==> src/rxsp_pkg.sv <==
// Package with constants for the receiver status pins and start-up block
// Summary of operation
// - Route select picks one input for passthrough
// - Passthrough is unretimed, full swing copy
// - Passthrough strap sets phase detector select
// - Error strap picks validity or receive error
// - Non-PCM pin low for PCM; strap hi
// - High rate flag: 0 at 48k or below, 1 at 88.1k and above
// - High rate strap enables emphasis match
// - Block start: high 16 frames, two after Z
// - Block start strap picks port master/slave
// - Channel status shifts on both frame edges
// - User bits shift on both frame edges
// - User strap picks master clock ratio
// - Low user strap 256x, high 128x
// - Reset holds low power, clears, mutes
// - Run bit written starts operation
// - Audio outputs wait for loop lock
// - Straps sampled at reset exit, then drive
// - Software mode straps: address bit, mode
// - Serial data strap low selects hardware mode
// - Readable 4-bit part identification code
// - Readable 4-bit revision code
package rxsp_pkg;
   // ----------------------------------------------------------------
   // Register map (word offsets on Avalon byte addresses)
   // ----------------------------------------------------------------
   localparam logic [3:0] REG_CTRL = 4'h0;      // Run bit only
   localparam logic [3:0] REG_STRAPS = 4'h4;    // Captured straps
   localparam logic [3:0] REG_STATUS = 4'h8;    // Live status
   localparam logic [3:0] REG_IDENT = 4'hC;     // Id and revision
   // ----------------------------------------------------------------
   // Field positions
   // ----------------------------------------------------------------
   localparam int CTRL_RUN_BIT = 0;
   localparam int CTRL_RESET_VAL = 0;
   // ----------------------------------------------------------------
   // Frame timing of block start
   // ----------------------------------------------------------------
   localparam logic [7:0] BLK_RISE_FRAMES = 8'h02;   // Delay after Z
   localparam logic [7:0] BLK_HIGH_FRAMES = 8'h10;   // High for 16
   // Rate thresholds in Hz
   localparam int RATE_LOW_HZ = 48000;
   localparam int RATE_HIGH_HZ = 88100;
   // Synchroniser depth for pin inputs
   localparam int SYNC_DEPTH = 3;
   // Id codes: values are arbitrary
   localparam logic [3:0] PART_ID_DEF = 4'h5;
   localparam logic [3:0] REV_ID_DEF = 4'h1;
endpackage

==> src/rxsp_top.sv <==
// Status pins, strap capture, run control and identity registers
//
// The implementer's own choices: the Avalon-MM register port and the placing of the registers.
`timescale 1ns/1ns
module rxsp_top #(
   parameter logic [3:0] PART_ID = rxsp_pkg::PART_ID_DEF, // Arbitrary value
   parameter logic [3:0] REV_ID = rxsp_pkg::REV_ID_DEF     // Arbitrary value
) (
   input wire logic clk_i,
   input wire logic rst_i,
   // Avalon-MM slave
   input wire logic [3:0] avs_address_i,
   input wire logic avs_read_i,
   input wire logic avs_write_i,
   input wire logic [31:0] avs_writedata_i,
   output logic [31:0] avs_readdata_o,
   output logic avs_waitrequest_o,
   // Receiver inputs and passthrough
   input wire logic [3:0] receiver_input_i,
   input wire logic [1:0] tx_route_select_i,
   output logic passthrough_out_o,
   output logic passthrough_oe_n_o,
   input wire logic passthrough_pin_i,
   // Decoder events (same clock)
   input wire logic z_preamble_i,
   input wire logic frame_clock_i,
   input wire logic cs_bit_i,
   input wire logic user_bit_i,
   input wire logic validity_err_i,
   input wire logic receive_err_i,
   input wire logic non_pcm_i,
   input wire logic [17:0] sample_rate_hz_i,
   input wire logic pll_locked_i,
   // Strap pins: inputs during reset, drivers after (aux output two and serial data out stay inputs)
   input wire logic error_pin_i,
   output logic error_out_o,
   output logic error_oe_n_o,
   input wire logic nonpcm_pin_i,
   output logic nonpcm_out_o,
   output logic nonpcm_oe_n_o,
   input wire logic high_rate_pin_i,
   output logic high_rate_flag_o,
   output logic high_rate_oe_n_o,
   input wire logic block_start_pin_i,
   output logic block_start_out_o,
   output logic block_start_oe_n_o,
   input wire logic cs_pin_i,
   output logic channel_status_out_o,
   output logic cs_oe_n_o,
   input wire logic user_pin_i,
   output logic user_bit_out_o,
   output logic user_oe_n_o,
   input wire logic aux_output_two_pin_i,
   input wire logic serial_data_out_pin_i,
   // Mode results
   output logic hardware_mode_o,
   output logic phase_detector_select_o,
   output logic emphasis_match_o,
   output logic port_master_o,
   output logic [1:0] format_select_o,
   output logic recovered_master_clock_128x_o,
   output logic i2c_addr_bit_o,
   output logic low_power_o,
   output logic audio_enable_o
);
   // ----------------------------------------------------------------
   // Strap pin synchronisers (three stages, last two must agree)
   // ----------------------------------------------------------------
   localparam int NSTRAP = 9;
   logic [NSTRAP-1:0] pin_raw;
   logic [NSTRAP-1:0] sync1_r, sync2_r, sync3_r; // Pin pipeline
   logic [NSTRAP-1:0] pin_stable_r;              // Filtered level
   assign pin_raw = {serial_data_out_pin_i, aux_output_two_pin_i, user_pin_i,
                     cs_pin_i, block_start_pin_i, high_rate_pin_i,
                     nonpcm_pin_i, error_pin_i, passthrough_pin_i};
   // Pipeline the pins; sync1 only feeds sync2
   always_ff @(posedge clk_i) begin
      sync1_r <= pin_raw;
      sync2_r <= sync1_r;
      sync3_r <= sync2_r;
   end
   // Accept a change once stages two and three agree
   always_ff @(posedge clk_i) begin
      for (int i = 0; i < NSTRAP; i++) begin
         if (sync2_r[i] == sync3_r[i]) begin
            pin_stable_r[i] <= sync3_r[i];
         end
      end
   end
   // ----------------------------------------------------------------
   // Strap capture at reset exit
   // ----------------------------------------------------------------
   logic in_reset_r;                 // High while reset was held
   logic [NSTRAP-1:0] strap_r;       // Held strap levels
   // Flag that the previous edge was in reset
   always_ff @(posedge clk_i) begin
      if (rst_i) begin
         in_reset_r <= 1'b1;
      end else begin
         in_reset_r <= 1'b0;
      end
   end
   // Catch straps on first clock after release, then freeze
   always_ff @(posedge clk_i) begin
      if (rst_i) begin
         strap_r <= '0;
      end else if (in_reset_r) begin
         strap_r <= pin_stable_r;
      end
   end
   // Pins act as inputs during reset and the capture edge
   logic drive_en;
   assign drive_en = !rst_i && !in_reset_r;
   // Decode straps into modes
   assign phase_detector_select_o = strap_r[0];
   assign format_select_o = {strap_r[2], strap_r[5]};
   assign emphasis_match_o = strap_r[3];
   assign port_master_o = strap_r[4];
   assign recovered_master_clock_128x_o = strap_r[6];
   assign i2c_addr_bit_o = strap_r[7];
   assign hardware_mode_o = !strap_r[8];
   // ----------------------------------------------------------------
   // Run control
   // ----------------------------------------------------------------
   logic run_r;       // Software run bit
   logic running;     // Device is out of low power
   logic audio_en_r;  // Outputs released after lock
   logic wr_hit;
   assign wr_hit = avs_write_i && !avs_waitrequest_o;
   // Run bit, cleared by reset
   always_ff @(posedge clk_i) begin
      if (rst_i) begin
         run_r <= 1'b0;
      end else if (wr_hit && avs_address_i == rxsp_pkg::REG_CTRL) begin
         run_r <= avs_writedata_i[rxsp_pkg::CTRL_RUN_BIT];
      end
   end
   // Hardware mode runs on its own; software waits for run
   assign running = drive_en && (hardware_mode_o || run_r);
   assign low_power_o = !running;
   // Enable audio only after the loop has settled
   always_ff @(posedge clk_i) begin
      if (rst_i || !running) begin
         audio_en_r <= 1'b0;
      end else if (pll_locked_i) begin
         audio_en_r <= 1'b1;
      end
   end
   assign audio_enable_o = audio_en_r;
   // ----------------------------------------------------------------
   // Passthrough
   // ----------------------------------------------------------------
   // Plain combinational mux: no retiming, so the edges are unjittered
   assign passthrough_out_o = receiver_input_i[tx_route_select_i];
   assign passthrough_oe_n_o = !drive_en;
   // ----------------------------------------------------------------
   // Status flags
   // ----------------------------------------------------------------
   logic err_r, nonpcm_r, rate_r;
   // Status registers, muted while not running
   always_ff @(posedge clk_i) begin
      if (rst_i || !running) begin
         err_r <= 1'b0;
         nonpcm_r <= 1'b0;
         rate_r <= 1'b0;
      end else begin
         err_r <= strap_r[1] ? receive_err_i : validity_err_i;
         nonpcm_r <= non_pcm_i;
         // Band between thresholds holds the last value
         if (sample_rate_hz_i <= 18'(rxsp_pkg::RATE_LOW_HZ)) begin
            rate_r <= 1'b0;
         end else if (sample_rate_hz_i >= 18'(rxsp_pkg::RATE_HIGH_HZ)) begin
            rate_r <= 1'b1;
         end
      end
   end
   // ----------------------------------------------------------------
   // Block start pulse, counted in frames
   // ----------------------------------------------------------------
   logic frame_d_r;          // Previous frame clock
   logic frame_start;        // Rising frame clock
   logic [7:0] frame_cnt_r;  // Frames since Z
   logic blk_r;
   logic blk_active_r;
   assign frame_start = frame_clock_i && !frame_d_r;
   // Frame clock edge detector
   always_ff @(posedge clk_i) begin
      if (rst_i) begin
         frame_d_r <= 1'b0;
      end else begin
         frame_d_r <= frame_clock_i;
      end
   end
   // Count frames after Z preamble and shape the pulse
   always_ff @(posedge clk_i) begin
      if (rst_i || !running) begin
         frame_cnt_r <= 8'h00;
         blk_active_r <= 1'b0;
         blk_r <= 1'b0;
      end else if (z_preamble_i) begin
         frame_cnt_r <= 8'h00;
         blk_active_r <= 1'b1;
         blk_r <= 1'b0;
      end else if (frame_start && blk_active_r) begin
         frame_cnt_r <= frame_cnt_r + 8'h01;
         if (frame_cnt_r + 8'h01 == rxsp_pkg::BLK_RISE_FRAMES) begin
            blk_r <= 1'b1;
         end else if (frame_cnt_r + 8'h01 ==
                      rxsp_pkg::BLK_RISE_FRAMES + rxsp_pkg::BLK_HIGH_FRAMES) begin
            blk_r <= 1'b0;
            blk_active_r <= 1'b0;
         end
      end
   end
   // ----------------------------------------------------------------
   // Channel status and user bits, updated on both frame edges
   // ----------------------------------------------------------------
   logic cs_r, ub_r;
   // Any frame clock change shifts the next bit out
   always_ff @(posedge clk_i) begin
      if (rst_i || !running) begin
         cs_r <= 1'b0;
         ub_r <= 1'b0;
      end else if (frame_clock_i != frame_d_r) begin
         cs_r <= cs_bit_i;
         ub_r <= user_bit_i;
      end
   end
   // Pin outputs with enables low while driving
   assign error_out_o = err_r;
   assign nonpcm_out_o = nonpcm_r;
   assign high_rate_flag_o = rate_r;
   assign block_start_out_o = blk_r;
   assign channel_status_out_o = cs_r;
   assign user_bit_out_o = ub_r;
   assign error_oe_n_o = !drive_en;
   assign nonpcm_oe_n_o = !drive_en;
   assign high_rate_oe_n_o = !drive_en;
   assign block_start_oe_n_o = !drive_en;
   assign cs_oe_n_o = !drive_en;
   assign user_oe_n_o = !drive_en;
   // ----------------------------------------------------------------
   // Avalon slave: one wait cycle per access
   // ----------------------------------------------------------------
   logic ack_r;
   // Waitrequest drops one cycle after a request appears
   always_ff @(posedge clk_i) begin
      if (rst_i) begin
         ack_r <= 1'b0;
      end else begin
         ack_r <= (avs_read_i || avs_write_i) && !ack_r;
      end
   end
   assign avs_waitrequest_o = !ack_r;
   // Read mux; unmapped reads give zero
   always_ff @(posedge clk_i) begin
      if (rst_i) begin
         avs_readdata_o <= 32'h0000_0000;
      end else if (avs_read_i && !ack_r) begin
         unique case (avs_address_i)
            rxsp_pkg::REG_CTRL: avs_readdata_o <= {31'h0, run_r};
            rxsp_pkg::REG_STRAPS: avs_readdata_o <= {23'h0, strap_r};
            rxsp_pkg::REG_STATUS: avs_readdata_o <= {26'h0, audio_en_r, blk_r,
                                          rate_r, nonpcm_r, err_r, low_power_o};
            rxsp_pkg::REG_IDENT: avs_readdata_o <= {24'h0, PART_ID, REV_ID};
            default: avs_readdata_o <= 32'h0000_0000;
         endcase
      end
   end
endmodule

==> config.mk <==
export PLATFORM = sky130hd
export DESIGN_NAME = rxsp_top
export DESIGN_NICKNAME = d
export VERILOG_FILES = /design/src/rxsp_pkg.sv /design/src/rxsp_top.sv
export SDC_FILE = /design/constraint.sdc
export NUM_CORES = 1
export LEC_CHECK = 0
export BUFFER_PORTS_ARGS = -buffer_cell sky130_fd_sc_hd__buf_2
export CAP_MARGIN = 20
export CORE_UTILIZATION = 49
export CTS_CLUSTER_DIAMETER = 50
export DETAILED_ROUTE_END_ITERATION = 10
export PLACE_DENSITY_LB_ADDON = 0.08
export SYNTH_ARGS = -nofsm -noshare
export SYNTH_HDL_FRONTEND = slang
export SYNTH_SLANG_ARGS = --single-unit
==> constraint.sdc <==
create_clock -name clk_i -period 3.05 [get_ports clk_i]
set_input_delay 0.305 -clock clk_i [delete_from_list [all_inputs] [get_ports clk_i]]
set_output_delay 0.305 -clock clk_i [all_outputs]
set_load 0.005 [all_outputs]
==> impl_metrics.ini <==
[run_status]
status = finished clean

[critical_path]
cp_max_fo = 11
cp_num_buf_inv = 1
worstPathCellList = or2_4, o21bai_4, buf_2
setup.worst_path.end_class = output port
cp_top_family = flip-flops
path_class = flop to output port
cp.required_ns = 2.74
rr_startpoint = frame_cnt_r[0]
start_kind = flop
worstPathArrival_ns = 1.71
crit_slowest_cell = dfxtp_1
r2r_slack_ns = 1.23
startpoint = in_reset_r
critical-path-max-stage-delay_ns = 0.73

[floorplan]
dieArea_um2 = 6210
initial_core_util = 0.516
die_height_um = 78.8
rows = 27
die_x_um = 78.8
core_area_um2 = 5610
pin_count = 138

[synthesis]
ys.flop_type = dfxtp_1
synth_compound_area_frac = 0.0826
synth_enable_flop_cells = 9
synth_commonest_cells = dfxtp_1 (65), nor2_1 (37), buf_4 (31)
synth_cells = 270
syn_avg_cell_area_um2 = 10.7
yosys-top-cells-area = dfxtp_1 (45%), edfxtp_1 (9.3%), buf_4 (8.0%), mux2i_1 (5.2%), nor2_1 (4.8%)
yosysSeqAreaShare = 0.543
synth_top_family_by_area = simple AND/OR/NAND/NOR gates
synth_top_cell_area_share = 0.450
netlist_area_um2 = 2890
yosysUniqueCellTypes = 43
yosysWarnings = 0
yosysTopAreaCell = dfxtp_1
synth_xor_area_frac = 0.0515
synth-adder-area-share = 0.0130
synth_most_common_cell = dfxtp_1
muxShareOfSynthArea = 0.0649
synthArstFlopShare = 0
ys_seq_elements = 74
synthSimpleGateAreaFrac = 0.132

[final_layout]
drive_gt1_frac = 0.303
antennaDiodeCount = 0
nets = 432
area_growth_pct = 17.6
layout.cells.non_filler = 425

[pwr]
share_comb_of_total_power = 0.071
switchingPower_w = 0.000443
vdd_ir_drop_max_v = 0.000359
power_frac_clock = 0.403
leakage_nw = 1.48
seq_power_share = 0.526
swShare = 0.220
p_per_area_nw_per_um2 = 591
internal-power_w = 0.00157

[clocking]
clock-sinks = 74
cts_buffer_depth = 2
clk_pin_slew_ns = 0.08
cts_max_level = 3
cts_setup_buffers = 0
ctsResizeCount = 0
cts_buffers = 9
cts_hold_buffers = 0
clkLatencyLatePin_ns = 0.34
cts_root_buf = clkbuf_8
cts_tree = yes

[drt]
firstDrtPassIters = 4
route.detailed.drc = 0
drtIter0Drc = 107
route.detailed.vias_per_inst = 4.66
wire_per_inst_um = 11.5
routed_wl_um = 4870
vias = 1980
ant_nets = 0

[timing]
finClkSkew_ns = 0.0111
setup_viol = 0
fin_crit_ns = 2.02
fin_crit_sh = 0.661
max_freq_ghz = 0.496
final_hold_viol_count = 0
rsz0062_at_grt = false
setup_tns_ns = 0
layout_setup_ws_ns = 1.03
tightest_slew_ns = 0.782
slew_headroom = 0.474
slew_viol_final = 0

[placed_design]
dp.cells = 409
io_buffers = 83
finalWeightedCongestion = 0.754
place_hpwl_um = 3470
preCtsSetupSlack_ns = 1.25

[grt]
grt_start_max_net_pins = 24
grt_overflow = 0
first_global_vias = 1686
grtUsageTotal = 0.166
grt_pass1_wl_um = 7650
antenna_found_initial = 0

[min_path]
hold_start = passthrough_pin_i
hold_path.class = input pin to flop

[flow_run]
cap_violations = 0
==> power by group through the flow <==
stage                     combinational (W)  clock [W]  sequential (W)
after global routing               0.000161   0.000878         0.00106
after CTS                          0.000144   0.000838         0.00106
after floorplan                    0.000114          0         0.00107
final                              0.000143   0.000810         0.00106
after global placement             0.000141          0         0.00108
after detailed placement           0.000143          0         0.00108
==> kinds of logic after synthesis <==
family	count (synthesis)
DFF	74
AOI/OAI and AO/OA	32
muxes	17
other	1
adders and majority gates	3
buffers and inverters	45
and+or+nand+nor	81
xor gates and xnor gates	17
==> cell usage in the layout (no fill, tap or decap), drive strengths merged, types with 2 or more instances in the layout <==
cell type / netlist / routed
nand3: 2 / 2
xor2: 5 / 5
or2: 2 / 2
conb: 1 / 23
a22oi: 4 / 4
bufinv: 0 / 2
o211ai: 2 / 2
nand2: 13 / 13
ha: 3 / 3
mux2i: 15 / 15
clkinv: 0 / 2
nor4b: 2 / 2
a22o: 4 / 4
inv: 7 / 8
a31oi: 2 / 2
clkbuf: 4 / 10
xnor2: 12 / 12
nor3: 8 / 8
a211oi: 4 / 4
a21oi: 8 / 8
edfxtp: 9 / 9
nor2: 37 / 37
nand4: 7 / 7
buf: 34 / 83
dfxtp: 65 / 65
o21ai: 4 / 4
nor2b: 3 / 3
==> final timing paths <==
kind                            end  cells after the start
setup reg to reg  block_start_out_o                      6
hold / removal           sync1_r[0]                      1
hold reg to reg          sync2_r[1]                      0
setup / recovery        low_power_o                      3
==> layout make-up <==
class                   instances  area (um2)
clock buffers                  10         128
clock inverters                 6        90.1
fillers                       512        2200
inverters                       7        26.3
multi-input cells             173        1080
flip-flops and latches         74        1570
well taps                      72        90.1
repair buffers                 83         415
==> registers in the layout (all words and copies together), names as in the netlist, 8 cells and up <==
register,flops
pin_stable_r,9
sync3_r,9
strap_r,9
avs_readdata_o,9
sync1_r,9
frame_cnt_r,8
sync2_r,9
==> routing by layer <==
metal | vias to the layer above | GRT usage | wire, um
met5 | - | 0 | 0
met1 | 867 | 0.206 | 2370
met2 | 83 | 0.257 | 2110
li1 | 1026 | - | -
met4 | 0 | 0.104 | 47
met3 | 4 | 0.0425 | 347
==> per-stage QoR <==
step                hold WS [ns]  instance area (um2)   util  power (W)
floorplan                  0.310                 2980      -    0.00119
global placement           0.311                 3190  0.568    0.00122
detailed placement         0.312                 3190  0.568    0.00122
CTS                       0.0377                 3400  0.607    0.00204
global route              0.0368                 3400  0.607    0.00210
finish                    0.0604                 3400  0.607    0.00201
No activity file was read; power rests on OpenSTA's default activity.
